===== config.mk =====
export PLATFORM = sky130hd
export DESIGN_NAME = hplsb_bank
export DESIGN_NICKNAME = d
export VERILOG_FILES = /design/src/rtl/hplsb_pkg.sv /design/src/rtl/hplsb_synth_mon.sv /design/src/rtl/hplsb_bank.sv
export SDC_FILE = /design/constraint.sdc
export NUM_CORES = 1
export LEC_CHECK = 0
export BUFFER_PORTS_ARGS = -buffer_cell sky130_fd_sc_hd__buf_2
export CELL_PAD_IN_SITES_DETAIL_PLACEMENT = 1
export CELL_PAD_IN_SITES_GLOBAL_PLACEMENT = 1
export CORE_MARGIN = 2
export CORE_UTILIZATION = 46
export CTS_CLUSTER_SIZE = 30
export DETAILED_ROUTE_END_ITERATION = 10
export HOLD_SLACK_MARGIN = 0.06
export PLACE_DENSITY_LB_ADDON = 0.3
export SYNTH_ARGS = -nofsm -noshare
export SYNTH_HDL_FRONTEND = slang
export SYNTH_SLANG_ARGS = --single-unit

===== constraint.sdc =====
create_clock -name core_clk_in -period 4.5 [get_ports core_clk_in]
set_input_delay 0.45 -clock core_clk_in [delete_from_list [all_inputs] [get_ports core_clk_in]]
set_output_delay 0.45 -clock core_clk_in [all_outputs]
set_load 0.01 [all_outputs]

===== src/rtl/hplsb_pkg.sv =====
// Shared constants, field positions and carrier types for the host page, lock and status bank.
package hplsb_pkg;

  // Address space seen by the serial host: page number above a 7-bit byte offset.
  localparam int OFFS_W = 7;
  localparam int PAGE_W = 8;
  localparam int DATA_W = 8;
  localparam int ADDR_W = PAGE_W + OFFS_W;

  // Register addresses (page and offset combined).
  localparam logic [ADDR_W-1:0] ADDR_MON_ONE   = 15'h016F;
  localparam logic [ADDR_W-1:0] ADDR_MON_TWO   = 15'h0170;
  localparam logic [ADDR_W-1:0] ADDR_MON_THREE = 15'h0171;
  localparam logic [ADDR_W-1:0] ADDR_GUARD     = 15'h017E;
  localparam logic [ADDR_W-1:0] ADDR_PAGE      = 15'h017F;

  // The page selector is also reachable at this offset on every page.
  localparam logic [OFFS_W-1:0] PAGE_REG_OFFSET = 7'h7F;

  // Reset values.
  localparam logic [DATA_W-1:0] RST_MON   = 8'h00;
  localparam logic [DATA_W-1:0] RST_GUARD = 8'h00;
  localparam logic [PAGE_W-1:0] RST_PAGE  = 8'h00;

  // Field positions of the monitor status registers and of the guard register.
  localparam int MON_ALIGN_LSB  = 4;
  localparam int MON_UNLOCK_BIT = 2;
  localparam int GUARD_FAIL_BIT = 0;

  // Divider counts per monitor register.
  localparam int MON_DIV_FULL  = 4;
  localparam int MON_DIV_SHORT = 2;

  // Page codes that name no page, and the highest page code that names one.
  localparam logic [PAGE_W-1:0] PAGE_RSV_LOW  = 8'h07;
  localparam logic [PAGE_W-1:0] PAGE_RSV_MID  = 8'h09;
  localparam logic [PAGE_W-1:0] PAGE_LAST     = 8'h0D;

  // One host request from the serial front end.
  typedef struct packed {
    logic              write;
    logic [OFFS_W-1:0] offset;
    logic [DATA_W-1:0] wdata;
  } hplsb_req_t;

  // Raw state of one synthesizer as reported by its monitor.
  typedef struct packed {
    logic [3:0] align_done;
    logic [3:0] out_enable;
    logic       synth_enable;
    logic       synthesizer_unlocked;
  } hplsb_mon_t;

  // True for page codes that select a real 128-byte page.
  function automatic logic page_code_valid(input logic [PAGE_W-1:0] code);
    page_code_valid = (code <= PAGE_LAST) && (code != PAGE_RSV_LOW) && (code != PAGE_RSV_MID);
  endfunction

endpackage


===== src/rtl/hplsb_synth_mon.sv =====
// Synchroniser and status byte builder for one synthesizer monitor register.
`timescale 1ns/100ps
module hplsb_synth_mon #(
  parameter int NUM_DIV = 4
) (
  // Clock and reset.
  input  wire logic                          core_clk_in,
  input  wire logic                          resetn_in,
  // Raw monitor state from the synthesizer.
  input  wire hplsb_pkg::hplsb_mon_t         mon_in,
  // Formatted status byte.
  output logic [hplsb_pkg::DATA_W-1:0]       status_out
);

  // A status byte has room for at most four divider flags.
  if (NUM_DIV < 1 || NUM_DIV > 4) begin : g_num_div_check
    $error("hplsb_synth_mon: NUM_DIV must be 1 to 4");
  end

  hplsb_pkg::hplsb_mon_t            meta_r;
  hplsb_pkg::hplsb_mon_t            sync_r;
  logic [3:0]                       div_mask;
  logic [3:0]                       align_live;
  logic [hplsb_pkg::DATA_W-1:0]     status_nxt;

  // The monitor runs off the synthesizer clocks, so every bit crosses two flops.
  always_ff @(posedge core_clk_in or negedge resetn_in) begin
    if (!resetn_in) begin
      meta_r <= '0;
      sync_r <= '0;
    end else begin
      meta_r <= mon_in;
      sync_r <= meta_r;
    end
  end

  assign div_mask   = 4'((5'h01 << NUM_DIV) - 5'h01);
  // A done flag drops as soon as its output or the whole synthesizer is disabled.
  assign align_live = sync_r.align_done & sync_r.out_enable & {4{sync_r.synth_enable}} & div_mask;

  always_comb begin
    status_nxt = hplsb_pkg::RST_MON;
    status_nxt[hplsb_pkg::MON_ALIGN_LSB +: 4]  = align_live;
    status_nxt[hplsb_pkg::MON_UNLOCK_BIT]      = sync_r.synthesizer_unlocked;
  end

  always_ff @(posedge core_clk_in or negedge resetn_in) begin
    if (!resetn_in) begin
      status_out <= hplsb_pkg::RST_MON;
    end else begin
      status_out <= status_nxt;
    end
  end

endmodule


===== src/rtl/hplsb_bank.sv =====
// Host page select, write lockout, access status and synthesizer monitor registers.
`timescale 1ns/100ps
module hplsb_bank (
  // Clock and reset.
  input  wire logic                             core_clk_in,
  input  wire logic                             resetn_in,
  // Host requests from the serial front end.
  input  wire logic                             req_valid_in,
  input  wire hplsb_pkg::hplsb_req_t            req_in,
  input  wire logic                             access_fail_in,
  // Synthesizer monitors one to three.
  input  wire hplsb_pkg::hplsb_mon_t            mon_one_in,
  input  wire hplsb_pkg::hplsb_mon_t            mon_two_in,
  input  wire hplsb_pkg::hplsb_mon_t            mon_three_in,
  // Answers to the front end.
  output logic                                  rsp_valid_out,
  output logic                                  rsp_hit_out,
  output logic [hplsb_pkg::DATA_W-1:0]          rsp_rdata_out,
  // Bank state for the rest of the device.
  output logic [hplsb_pkg::PAGE_W-1:0]          page_out,
  output logic                                  lock_active_out
);

  logic [hplsb_pkg::DATA_W-1:0]  mon_one;
  logic [hplsb_pkg::DATA_W-1:0]  mon_two;
  logic [hplsb_pkg::DATA_W-1:0]  mon_three;

  logic [hplsb_pkg::PAGE_W-1:0]  page_r;
  logic [hplsb_pkg::PAGE_W-1:0]  page_nxt;
  logic [hplsb_pkg::DATA_W-1:0]  lockout_r;
  logic [hplsb_pkg::DATA_W-1:0]  lockout_nxt;
  logic                          fail_r;
  logic                          fail_nxt;
  logic                          rsp_valid_r;
  logic                          rsp_hit_r;
  logic [hplsb_pkg::DATA_W-1:0]  rsp_rdata_r;
  logic [hplsb_pkg::DATA_W-1:0]  rsp_rdata_nxt;
  logic                          lock_active_r;

  wire [hplsb_pkg::ADDR_W-1:0]   full_addr;
  wire                           hit_mon_one;
  wire                           hit_mon_two;
  wire                           hit_mon_three;
  wire                           hit_guard;
  wire                           hit_page;
  wire                           hit_any;
  wire                           wr_req;
  wire                           lock_on;
  wire                           page_code_ok;
  wire                           page_wr_ok;
  wire                           page_wr_reject;
  wire                           access_bad;
  wire                           access_good;
  wire [hplsb_pkg::DATA_W-1:0]   guard_view;
  wire [hplsb_pkg::DATA_W-1:0]   rd_mux;

  hplsb_synth_mon #(
    .NUM_DIV (hplsb_pkg::MON_DIV_FULL)
  ) u_mon_one (
    .core_clk_in (core_clk_in),
    .resetn_in   (resetn_in),
    .mon_in      (mon_one_in),
    .status_out  (mon_one)
  );

  hplsb_synth_mon #(
    .NUM_DIV (hplsb_pkg::MON_DIV_FULL)
  ) u_mon_two (
    .core_clk_in (core_clk_in),
    .resetn_in   (resetn_in),
    .mon_in      (mon_two_in),
    .status_out  (mon_two)
  );

  // The third synthesizer has only dividers B and A.
  hplsb_synth_mon #(
    .NUM_DIV (hplsb_pkg::MON_DIV_SHORT)
  ) u_mon_three (
    .core_clk_in (core_clk_in),
    .resetn_in   (resetn_in),
    .mon_in      (mon_three_in),
    .status_out  (mon_three)
  );

  // The current page supplies the upper address bits of every request.
  assign full_addr     = {page_r, req_in.offset};
  assign hit_mon_one   = (full_addr == hplsb_pkg::ADDR_MON_ONE);
  assign hit_mon_two   = (full_addr == hplsb_pkg::ADDR_MON_TWO);
  assign hit_mon_three = (full_addr == hplsb_pkg::ADDR_MON_THREE);
  assign hit_guard     = (full_addr == hplsb_pkg::ADDR_GUARD);
  // The selector answers on every page so the host can never strand itself.
  assign hit_page      = (req_in.offset == hplsb_pkg::PAGE_REG_OFFSET);
  assign hit_any       = hit_mon_one | hit_mon_two | hit_mon_three | hit_guard | hit_page;

  assign wr_req        = req_valid_in & req_in.write;
  assign lock_on       = |lockout_r;
  assign page_code_ok  = hplsb_pkg::page_code_valid(req_in.wdata);
  assign page_wr_ok    = wr_req & hit_page & ~lock_on & page_code_ok;
  assign page_wr_reject = wr_req & hit_page & (lock_on | ~page_code_ok);

  // A refused write counts as a failed access just like a front-end error.
  assign access_bad    = access_fail_in | page_wr_reject;
  assign access_good   = req_valid_in & ~access_bad;

  // The lockout value itself is write-only; the guard reads back only the failure bit.
  assign guard_view    = {{(hplsb_pkg::DATA_W-1){1'b0}}, fail_r};

  assign rd_mux = hit_mon_one   ? mon_one   :
                  hit_mon_two   ? mon_two   :
                  hit_mon_three ? mon_three :
                  hit_guard     ? guard_view :
                  hit_page      ? page_r    :
                  hplsb_pkg::RST_MON;

  always_comb begin
    page_nxt = page_r;
    if (page_wr_ok) begin
      page_nxt = req_in.wdata;
    end
  end

  always_comb begin
    lockout_nxt = lockout_r;
    if (wr_req && hit_guard) begin
      lockout_nxt = req_in.wdata;
    end
  end

  // A failure in the same cycle as a success wins.
  always_comb begin
    fail_nxt = fail_r;
    if (access_bad) begin
      fail_nxt = 1'b1;
    end else if (access_good) begin
      fail_nxt = 1'b0;
    end
  end

  always_comb begin
    rsp_rdata_nxt = rsp_rdata_r;
    if (req_valid_in) begin
      rsp_rdata_nxt = req_in.write ? hplsb_pkg::RST_MON : rd_mux;
    end
  end

  always_ff @(posedge core_clk_in or negedge resetn_in) begin
    if (!resetn_in) begin
      page_r        <= hplsb_pkg::RST_PAGE;
      lockout_r     <= hplsb_pkg::RST_GUARD;
      fail_r        <= 1'b0;
      lock_active_r <= 1'b0;
    end else begin
      page_r        <= page_nxt;
      lockout_r     <= lockout_nxt;
      fail_r        <= fail_nxt;
      lock_active_r <= |lockout_nxt;
    end
  end

  always_ff @(posedge core_clk_in or negedge resetn_in) begin
    if (!resetn_in) begin
      rsp_valid_r <= 1'b0;
      rsp_hit_r   <= 1'b0;
      rsp_rdata_r <= hplsb_pkg::RST_MON;
    end else begin
      rsp_valid_r <= req_valid_in;
      rsp_hit_r   <= req_valid_in & hit_any;
      rsp_rdata_r <= rsp_rdata_nxt;
    end
  end

  assign rsp_valid_out   = rsp_valid_r;
  assign rsp_hit_out     = rsp_hit_r;
  assign rsp_rdata_out   = rsp_rdata_r;
  assign page_out        = page_r;
  assign lock_active_out = lock_active_r;

endmodule


# After elaboration in Yosys (flattened, before gate mapping)
# Cells that the tools add are included.
# totals
inputBits,50
output_inout_bits,19
ff_bits,93
# classes
reduce_logical,6
n_eq_ne,7
bitwise_logic,22
order_cmp,1
mux,9
# op_table
cell,n
$eq 15x9->1 const B,4
$mux 8,7
$and 4x4->4,4
$reduce_or 8->1,2
$le 8x4->1 const B,1
$ne 8x3->1 const B,1
$ne 8x4->1 const B,1
$and 1x1->1,7
$eq 7x7->1 const B,1
$or 1x1->1,6
$and 2x2->2,2
$logic_and 1x1->1,3
$not 1->1,3
$mux 1,2
$reduce_bool 2->1,1

# Depth between registers and ports, before layout
# Gate-level depths: netlist of the first run.
# depth
word_depth,11
mapped_depth,6
ltp_nobuf,4

# By module
# Synthesis of the first run repeated with hierarchy kept, for this count alone.
# hier_totals
hier_cells,215
area_unflattened_um2,3269.4
# modules_own_cells
module,area_per_inst_um2,instances,seq_area_each_um2,cells_per_inst
hplsb_bank,1486.4,1,700.7,126
hplsb_synth_mon (u_mon_one ...),676.9,2,625.6,33
hplsb_synth_mon (u_mon_three),429.2,1,375.4,23

# Worst setup path after synthesis of the first run
# OpenSTA, ideal clock, no wires.
# synth_path
kind,input port to flip-flop
startpoint,input req_in[8] (netlist name)
endpoint,register page_r (netlist bit page_out[0])
path_slack_ps,2555
t_arrival_ps,1820
n_path_buf,1
setup_ps,125
required_ps,4375
cell_stages,5
cell_sequence,buf_4 nand4_4 or3_4 a211oi_4 mux2_2
# synth_between
elab_chain_len,4
# synth_lines
item,line_no,source
"start, declared",hplsb_bank.sv:9,"input wire hplsb_pkg::hplsb_req_t req_in,"
$eq 7x7->1,hplsb_bank.sv:92,assign hit_page = (req_in.offset == hplsb_pkg::PAGE_REG_OFFSET);
$and 1x1->1 (3 in a row),hplsb_bank.sv:98,assign page_wr_ok = wr_req & hit_page & ~lock_on & page_code_ok;
"end signal, assigned",hplsb_bank.sv:148,page_r <= hplsb_pkg::RST_PAGE;
"end signal, assigned",hplsb_bank.sv:153,page_r <= page_nxt;
"end, declared",hplsb_bank.sv:28,logic [hplsb_pkg::PAGE_W-1:0] page_r;
# Every way passes these cells.
# A chain may end at the register's enable or synchronous reset.

# Final worst setup path of the first run
# layout_path
startpoint,register page_r (netlist bit page_out[6])
endpoint,register lockout_r[1] (netlist name)
# layout_between
elab_chain_len,3
# layout_lines
item,line_no,source
$eq 15x9->1,hplsb_bank.sv:90,assign hit_guard = (full_addr == hplsb_pkg::ADDR_GUARD);
$logic_and 1x1->1,hplsb_bank.sv:124,if (wr_req && hit_guard) begin
$mux 8,hplsb_bank.sv:124,
named net lockout_nxt (one bit),hplsb_bank.sv:31,logic [hplsb_pkg::DATA_W-1:0] lockout_nxt;
"end signal, assigned",hplsb_bank.sv:149,lockout_r <= hplsb_pkg::RST_GUARD;
"end signal, assigned",hplsb_bank.sv:154,lockout_r <= lockout_nxt;
"end, declared",hplsb_bank.sv:30,logic [hplsb_pkg::DATA_W-1:0] lockout_r;
# The timed path passes the listed nets, and every way through them passes these cells.

==> results of run 1 <==
-- sequential cells by signal, indices dropped and copies added, names as in the netlist --
| name | flops |
|---|---|
| u_mon_one.meta_r | 10 |
| u_mon_two.meta_r | 10 |
| u_mon_one.sync_r | 9 |
| u_mon_two.sync_r | 9 |
| lockout_r | 8 |
| page_out | 8 |
| rsp_rdata_out | 8 |
| u_mon_three.meta_r | 6 |
| u_mon_one.status_out | 5 |
| u_mon_three.sync_r | 5 |
| u_mon_two.status_out | 5 |
| u_mon_three.status_out | 3 |
| fail_r | 1 |
| lock_active_out | 1 |
| rsp_hit_out | 1 |
| rsp_valid_out | 1 |
| u_mon_one.status_nxt | 1 |
| u_mon_three.status_nxt | 1 |
| u_mon_two.status_nxt | 1 |
-- area by class of cell --
type / instances / area (um^2)
Fill cell: 670 / 2955
Sequential cell: 93 / 2327
Multi-Input combinational cell: 105 / 777.0
Timing Repair Buffer: 66 / 340.3
Clock buffer: 10 / 127.6
Tap cell: 80 / 100.1
Clock inverter: 6 / 68.82
Inverter: 6 / 22.52
-- cells in the mapped netlist --
| cell type | instances | share of area (%) |
|---|---|---|
| dfrtp_1 | 93 | 74 |
| mux2_2 | 15 | 5.4 |
| and3_1 | 10 | 2.0 |
| nor2_1 | 10 | 1.2 |
| o31ai_1 | 10 | 2.4 |
| a21oi_1 | 7 | 1.1 |
| nand2_1 | 7 | 0.84 |
| inv_1 | 6 | 0.72 |
| nand2b_1 | 6 | 1.2 |
| a22oi_1 | 5 | 1.2 |
| nor4_1 | 5 | 1.0 |
| o21ai_0 | 3 | 0.48 |
| a32o_1 | 2 | 0.64 |
| and4_1 | 2 | 0.56 |
| clkbuf_1 | 2 | 0.24 |
| nand3_1 | 2 | 0.32 |
| nand3b_1 | 2 | 0.48 |
| nand4_1 | 2 | 0.40 |
| nor4b_1 | 2 | 0.56 |
| o21a_1 | 2 | 0.48 |
| or2_2 | 2 | 0.40 |
| a211oi_4 | 1 | 0.64 |
| a31oi_1 | 1 | 0.20 |
| a32oi_1 | 1 | 0.28 |
| and2_1 | 1 | 0.20 |
| buf_4 | 1 | 0.24 |
| mux2_1 | 1 | 0.36 |
| nand3_2 | 1 | 0.32 |
| nand4_4 | 1 | 0.68 |
| nor3_4 | 1 | 0.52 |
| o2bb2ai_1 | 1 | 0.28 |
| or3_4 | 1 | 0.36 |
| or4b_2 | 1 | 0.32 |
-- worst max-delay path: stages, from the launching register on --
cell and delay [ns]:
dfrtp_1 0.42, nor4b_1 0.56, nand3_2 0.31, nor3_4 0.45, mux2_2 0.40
-- worst max path at each step --
stage,end,slack [ns],cells past startpoint
floorplan,page_out[0],2.55,5
global placement,page_out[0],2.27,5
detailed placement,page_out[1],2.26,5
CTS,lockout_r[3],2.27,4
global route,lockout_r[1],2.07,4
finish,lockout_r[1],2.26,4
-- metrics by stage --
stage | instances | hold slack (ns) | worst slack (ns)
4_1_cts | 366 | 0.1743 | 2.271
5_1_grt | 366 | 0.1666 | 2.070
2_1_floorplan | 207 | 0.1544 | 2.555
6_report | 366 | 0.1994 | 2.258
3_3_place_gp | 349 | 0.3343 | 2.274
3_5_place_dp | 349 | 0.3358 | 2.259
-- where the power goes --
| group | switching [mW] | internal, mW |
|---|---|---|
| registers | 0.00866 | 0.864 |
| logic | 0.0394 | 0.0245 |
| clock network | 0.278 | 0.261 |
-- kinds of logic (layout without fill, tap and decap cells) --
family / count (synthesis) / in the layout / share of synthesized area (%)
DFF: 93 / 93 / 74.07
muxes: 16 / 16 / 5.735
AOI/OAI and AO/OA: 33 / 33 / 7.686
and+or+nand+nor: 56 / 56 / 11.31
buffers and inverters: 9 / 88 / 1.195
-- timing repair --
item                       4_1_cts  5_1_grt
setup endpoints to repair        0        0
hold buffers                     1        0
hold endpoints to repair        27        0
gates resized for setup          0        0
-- routing by layer --
layer  wire length (um)  vias to the layer above  track usage, %
met5                  0                        -               0
met4                 78                        0           7.244
met3                333                        7           4.857
met2               3057                       59           30.56
met1               2435                      960           21.39
li1                   -                      886               -
==> results.json, run 1 <==
{
  "cts_root_buf": "clkbuf_8",
  "critical_path.max_fanout": 9,
  "drt-pass1-iter-count": 4,
  "synthCells": 207,
  "finClkSkew_ns": 0.01066,
  "drive_gt1_share_pct": 36.01,
  "nNetsFinal": 331,
  "postCtsSetupRepairBufs": 0,
  "ys.warnings.count": 0,
  "drc": 0,
  "num_vias": 1912,
  "clk_latency_ns": 0.35,
  "status": "completed",
  "finalSetupTns_ns": 0,
  "final_common_cell": "dfrtp_1",
  "wl_per_cell_um": 16.13,
  "cts.sinks": 93,
  "dieArea_um2": 7507,
  "p_leak_nw": 1.828,
  "grt_pass1_wl_mm": 9.832,
  "drtIter0Drc": 60,
  "setup_viol": 0,
  "ctsHtreeMaxLevel": 3,
  "critical_path.startpoint": "page_out[6]",
  "hold_end": "u_mon_three.meta_r[3]",
  "p_total_mw": 1.476,
  "syn_nets": 257,
  "antenna_found_initial": 0,
  "die_x_um": 86.65,
  "tightest_slew_ns": 0.6501,
  "worstPathRequired_ns": 4.74,
  "fmax_ghz": 0.4461,
  "r2r_slack_ns": 2.26,
  "area_growth_pct": 19.79,
  "die-height_um": 86.65,
  "post-route-util_pct": 56.01,
  "synth_seq_cells": 93,
  "min_path_type": "input pin to flip-flop",
  "path_class": "flip-flop to flip-flop",
  "drt-total-wl_mm": 5.904,
  "grt_max_degree": 58,
  "row_count": 30,
  "numCtsBuffers": 9,
  "port_buffers": 64,
  "clock_path_buffers": 2,
  "finalCritPeriodShare_pct": 49.82,
  "min_from": "mon_three_in[3]",
  "viasPerCell": 5.224,
  "crit_path_end_kind": "flip-flop",
  "rr_worst_depth": 4,
  "clkTransAtPathRegs_ns": 0.09,
  "layout_common_cells": "dfrtp_1 (93), buf_2 (63), mux2_2 (15)",
  "track_usage_pct": 17.84,
  "placed_cell_area_um2": 3557,
  "floorplan.initialDensity_pct": 46.76,
  "r2r-start": "page_out[6]",
  "postLayoutCellArea_um2": 3764,
  "io_pins": 69,
  "r2r_end": "lockout_r[1]",
  "drtAntennaViolNets": 0,
  "gp_congestion": 0.8192,
  "finalCriticalPeriod_ns": 2.242,
  "cp-start-kind": "flip-flop",
  "insertedDiodeCount": 0,
  "max_cap_violations": 0,
  "slew_violations": 0,
  "hold_path_depth": 1,
  "worstPathArrival_ns": 2.48,
  "slew-limit-headroom_pct": 56.66,
  "grt_pass1_vias": 1998,
  "powerDensity_nw_per_um2": 392.0,
  "yosysSeqAreaShare_pct": 74.07,
  "core_area_um2": 6719,
  "rsz0062_at_grt": "false",
  "synthesis.area_um2": 3142,
  "finalHoldViolations": 0,
  "syn_area_per_cell_um2": 15.18,
  "hpwl_mm": 4.265,
  "cts_tree": "built",
  "yosysUniqueCellTypes": 33,
  "grt_overflow": 0,
  "peakVddDrop_v": 0.0002901
}
(Power assumes the default switching activity.)
==> inputs of run 2 (changes only) <==
- ABC_AREA: default -> 1
- CORE_UTILIZATION: 46 -> 37
- clock period: 4.5 -> 1.9 ns (I/O delays scaled with it)
==> run 2 against run 1 <==
  * Cell count rose by 43%
  * Via count rose by 24%
  * Non-clock buffer count rose by 35
  * Combinational power rose to 3.2 times the previous value
  * Synthesized cell count rose by 46%
  * Critical path type unchanged
  * Largest cell class unchanged
  * Largest power group unchanged
  * Highest routed layer unchanged
==> results.json, run 2 <==
{
  "syn_area_per_cell_um2": 10.91,
  "grt_overflow": 0,
  "worst_hold_slack_ns": 0.08447,
  "track_usage_pct": 16.32,
  "path_common_cell": "nand2_1",
  "ctsHtreeMaxLevel": 3,
  "nNetsFinal": 460,
  "finalCritPeriodShare_pct": 82.41,
  "synth_ff_type": "dfrtp_1",
  "setup_viol": 0,
  "viasPerCell": 4.539,
  "synth-xor-area-share_pct": 0,
  "row_count": 34,
  "drc": 0,
  "synth_compound_area_share_pct": 2.582,
  "synth_top_family_by_area": "simple AND/OR/NAND/NOR gates",
  "gp_congestion": 0.7672,
  "synthArstFlopShare_pct": 100.0,
  "slew_violations": 0,
  "die_x_um": 98.38,
  "rsz0062_at_grt": "false",
  "synthMuxAreaShare_pct": 0,
  "path_cells": "nor2_2, nand2_1, nor2_4, buf_4, nand3_2, nand2_1, nand2_1, nand2_1, nor2_1, nand2_1",
  "critPathSlowestCell": "dfrtp_1",
  "crit_family": "simple AND/OR/NAND/NOR gates",
  "p_leak_nw": 2.181,
  "path_class": "flip-flop to flip-flop",
  "yosysMostFrequentCell": "dfrtp_1",
  "cts.sinks": 93,
  "cts_root_buf": "clkbuf_8",
  "cts_tree": "built",
  "wl_per_cell_um": 13.59,
  "fillers": 985,
  "clock_path_buffers": 2,
  "num_vias": 2374,
  "powerDensity_nw_per_um2": 825.0,
  "clkTransAtPathRegs_ns": 0.10,
  "cp-start-kind": "flip-flop",
  "insertedDiodeCount": 0,
  "peakVddDrop_v": 0.0005625,
  "max_stage_delay_ns": 0.45,
  "post-place-ws_ns": 0.3427,
  "wl_met1_mm": 3.029,
  "drt-pass1-iter-count": 4,
  "antenna_found_initial": 0,
  "slew-limit-headroom_pct": 68.13,
  "io_pins": 69,
  "grt_pass1_vias": 2546,
  "synthTopCellsByCount": "dfrtp_1 (93), nand2_1 (74), inv_1 (40)",
  "synth_edf_count": 0,
  "postCtsSetupRepairBufs": 0,
  "reg_top3": "u_mon_one.meta_r: 10 flops, u_mon_two.meta_r: 10 flops",
  "syn_nets": 352,
  "placed_cell_area_um2": 3777,
  "place_inst": 476,
  "yosysUniqueCellTypes": 26,
  "layout_common_cells": "dfrtp_1 (93), nand2_1 (74), buf_2 (63)",
  "drive_gt1_share_pct": 24.10,
  "area_growth_pct": 29.73,
  "synth_seq_cells": 93,
  "synthTopCellsByArea": "dfrtp_1 (71%), nand2_1 (8.4%), inv_1 (4.6%)",
  "dr_wl_met3_um": 346,
  "worst-path-buf-inv": 1,
  "drtAntennaViolNets": 0,
  "finalHoldViolations": 0,
  "drt-total-wl_mm": 7.108,
  "synth.largest_area_cell": "dfrtp_1",
  "clk_latency_ns": 0.37,
  "drtIter0Drc": 59,
  "netlist.area_leader.share_pct": 70.62,
  "finalSetupTns_ns": 0,
  "min_path_type": "input pin to flip-flop",
  "r2r_slack_ns": 0.33,
  "synthesis.area_um2": 3296,
  "worstPathRequired_ns": 2.21,
  "status": "completed",
  "cp_num_cells": 10,
  "grt_max_degree": 38,
  "floorplan.initialDensity_pct": 37.98,
  "routed.top_layer": "met4",
  "finClkSkew_ns": 0.01110,
  "worstPathArrival_ns": 1.88,
  "hold_path_depth": 3,
  "rr_worst_depth": 10,
  "crit_path_end_kind": "flip-flop",
  "setup_slack_ns": 0.3342,
  "critical_path.max_fanout": 9,
  "multi_input_area_um2": 765.7,
  "regArea_um2": 2327,
  "synthAdderAreaFrac_pct": 0,
  "port_buffers": 64,
  "postLayoutCellArea_um2": 4275,
  "die-height_um": 98.38,
  "ys.warnings.count": 0,
  "synthCells": 302,
  "dieArea_um2": 9678,
  "finalCriticalPeriod_ns": 1.566,
  "grt_pass1_wl_mm": 12.16,
  "fmax_ghz": 0.6386,
  "yosysSeqAreaShare_pct": 70.62,
  "synthSimpleGateAreaFrac_pct": 20.65,
  "finalNonFillerCells": 523,
  "core_area_um2": 8678,
  "wl_met2_mm": 3.614,
  "post-route-util_pct": 49.26,
  "final_common_cell": "dfrtp_1",
  "hpwl_mm": 4.874,
  "p_total_mw": 3.527,
  "tightest_slew_ns": 0.4763,
  "max_cap_violations": 0,
  "numCtsBuffers": 9
}
==> run 2: cell count changes after synthesis, sizes merged, moves of 8 or more <==
cell and delta:
and3 -10, inv +38, mux2 -16, nand2 +68, nand3 +8, nand4 +21, nor2 +21, o31ai -10
==> run 2: final cells by class <==
class                   count  area share [%]
clock buffers               9           2.897
repair buffers            101           16.15
multi-input cells         160           17.91
flip-flops and latches     93           54.43
well taps                 108           3.161
clock inverters             7           1.493
inverters                  45           3.951
==> run 2: layer usage <==
metal | vias up | track usage (%)
li1 | 1168 | -
met1 | 1140 | 19.37
met2 | 54 | 27.79
met3 | 12 | 5.512
met4 | 0 | 5.690
met5 | - | 0
==> run 2: cell families after synthesis <==
| kind of cell | Yosys count |
|---|---|
| flops | 93 |
| simple gates | 146 |
| compound gates | 14 |
| buf+inv | 49 |
==> run 2: path summary, 6_finish.rpt <==
path / to / from
worst min register to register: u_mon_one.status_out[2] / u_mon_one.status_nxt[2]
min in group asynchronous: u_mon_three.sync_r[7] / resetn_in
max in group asynchronous: page_out[1] / resetn_in
worst max-delay path: lock_active_out / page_out[2]
worst min-delay path: page_out[2] / req_in[2]
worst max register to register: lock_active_out / page_out[2]
==> run 2: power by group <==
part           total [mW]  leakage [nW]  internal [mW]  switching [mW]
clock network        1.26        0.0903          0.505           0.751
logic               0.206         0.998         0.0973           0.109
registers            2.06          1.09           2.05          0.0180
total                3.53          2.18           2.65           0.878
==> run 2: timing repair <==
| action | in CTS | in global routing |
|---|---|---|
| hold buffers | 31 | 0 |
| endpoints found under the hold margin | 65 | 0 |
| gates resized for setup | 0 | 0 |
==> run 2: worst reg2reg max path: cells and delay by family (launching register included) <==
family / cells / cell delay, ns
simple gates: 9 / 0.89
flops: 1 / 0.45
buf+inv: 1 / 0.18
==> inputs of run 3 (changes only) <==
- ABC_AREA: 1 -> 0
- CORE_UTILIZATION: 37 -> 43
- clock period: 1.9 -> 1.6 ns (I/O delays scaled with it)
==> run 3 against run 2 <==
  * The flow now finishes with violations (negative setup slack)
  * Combinational power up 34%
  * First-iteration DRC count grew 39%
  * Register-to-register slack got worse by 0.56 ns
  * Power rose by 25%
  * Non-clock buffer count up 21
  * Cell count is 16% lower
  * Largest cell class unchanged
==> results.json, run 3 (same netlist as run 1, synthesis figures left out) <==
{
  "status": "finished with violations",
  "violations": "negative setup slack",
  "setup_viol": 14,
  "min_path_type": "input pin to flip-flop",
  "drc": 0,
  "max_stage_delay_ns": 0.43,
  "worst-path-buf-inv": 1,
  "worstPathRequired_ns": 1.85,
  "grt_max_degree": 44,
  "fillers": 705,
  "final_common_cell": "dfrtp_1",
  "grt_pass1_vias": 2408,
  "cts_tree": "built",
  "clock_path_buffers": 2,
  "peakVddDrop_v": 0.0008265,
  "max_cap_violations": 0,
  "finalHoldViolations": 0,
  "r2r-start": "lockout_r[4]",
  "fmax_ghz": 0.5484,
  "io_pins": 69,
  "wl_per_cell_um": 17.15,
  "port_buffers": 64,
  "numCtsBuffers": 9,
  "r2r_end": "page_out[0]",
  "setup_slack_ns": -0.2235,
  "layout_common_cells": "dfrtp_1 (93), buf_2 (63), dlygate4sd3_1 (32)",
  "drt-total-wl_mm": 7.564,
  "path_class": "flip-flop to flip-flop",
  "powerDensity_nw_per_um2": 980.2,
  "cts_root_buf": "clkbuf_8",
  "crit_family": "simple AND/OR/NAND/NOR gates",
  "antenna_found_initial": 0,
  "cts.sinks": 93,
  "core_area_um2": 7176,
  "finalSetupTns_ns": -1.781,
  "crit_path_end_kind": "flip-flop",
  "viasPerCell": 4.977,
  "p_leak_nw": 2.149,
  "critPathSlowestCell": "dfrtp_1",
  "finalCritPeriodShare_pct": 114.0,
  "slew_violations": 0,
  "finalCriticalPeriod_ns": 1.823,
  "num_vias": 2195,
  "min_from": "req_in[3]",
  "hpwl_mm": 4.536,
  "track_usage_pct": 20.49,
  "die_x_um": 89.48,
  "clkTransAtPathRegs_ns": 0.09,
  "worstPathArrival_ns": 2.07,
  "hold_end": "lockout_r[3]",
  "rr_worst_depth": 5,
  "dieArea_um2": 8006,
  "drtIter0Drc": 82,
  "post-route-util_pct": 62.69,
  "drt-pass1-iter-count": 4,
  "finClkSkew_ns": 0.01752,
  "path_cells": "nor4_4, nand4_1, a211oi_4, buf_6, mux2_4",
  "die-height_um": 89.48,
  "gp_congestion": 0.8055,
  "row_count": 31,
  "ctsHtreeMaxLevel": 3,
  "critical_path.max_fanout": 4,
  "grt_pass1_wl_mm": 11.72,
  "hold_path_depth": 2,
  "drive_gt1_share_pct": 41.52,
  "r2r_slack_ns": -0.22,
  "clk_latency_ns": 0.37,
  "insertedDiodeCount": 0,
  "rsz0062_at_grt": "true",
  "slew-limit-headroom_pct": 63.16,
  "floorplan.initialDensity_pct": 43.78,
  "tightest_slew_ns": 0.5527,
  "area_growth_pct": 43.17,
  "drtAntennaViolNets": 0,
  "nNetsFinal": 387,
  "grt_overflow": 0,
  "cp-start-kind": "flip-flop",
  "reg_top3": "u_mon_one.meta_r: 10 flops, u_mon_two.meta_r: 10 flops"
}
[run 3: worst register-to-register path, cell delays in order (launching register included)]
cell      delay (ns)
dfrtp_1         0.43
nor4_4          0.33
nand4_1         0.21
a211oi_4        0.28
buf_6           0.16
mux2_4          0.30
[run 3: worst max path at each step]
stage            startpoint           end  depth (start not counted)
5_1_grt        lockout_r[4]   page_out[1]                          5
4_1_cts        lockout_r[1]   page_out[1]                          5
2_1_floorplan   page_out[6]  lockout_r[0]                          4
6_report       lockout_r[4]   page_out[0]                          5
3_3_place_gp   lockout_r[5]   page_out[3]                          4
3_5_place_dp   lockout_r[5]   page_out[1]                          4
[run 3: power by group]
group | leakage, nW | internal [mW] | switching (mW)
sequential | 1.14 | 2.43 | 0.0277
clock | 0.107 | 0.795 | 0.878
combinational | 0.902 | 0.141 | 0.137
[run 3: repair_timing]
item,in CTS,in global routing
pin swaps,3,6
hold endpoints to repair,71,0
buffers inserted,3,3
endpoints found under the setup margin,22,23
cloned,0,0
hold buffers,32,0
resized for setup,15,12
[run 3: layout make-up]
class,instances,area (um^2),share of cell area [%]
flip-flops and latches,93,2327,51.74
multi-input cells,105,938.4,20.86
repair buffers,122,870.8,19.36
clock buffers,10,137.6,3.060
well taps,99,123.9,2.754
clock inverters,6,77.57,1.725
inverters,6,22.52,0.5007
[run 3: metrics by stage]
stage / cells / hold WS, ns / cell area [um^2] / total power, mW / setup slack, ns
detailed placement: 389 / 0.1883 / 3804 / 2.707 / -0.2776
CTS: 439 / 0.08811 / 4429 / 4.426 / -0.1842
floorplan: 207 / -0.1356 / 3182 / 2.544 / -0.2266
global placement: 389 / 0.1831 / 3804 / 2.696 / -0.2139
global route: 441 / 0.1074 / 4498 / 4.567 / -0.3528
finish: 441 / 0.1115 / 4498 / 4.409 / -0.2235
[run 3: per-layer routing]
layer	up-vias	part of all wire (%)	global-route usage (%)
li1	999	-	-
met1	1123	40	23.07
met2	63	54	37.04
met3	10	4.1	5.725
met4	0	1.6	7.463
met5	-	0	0
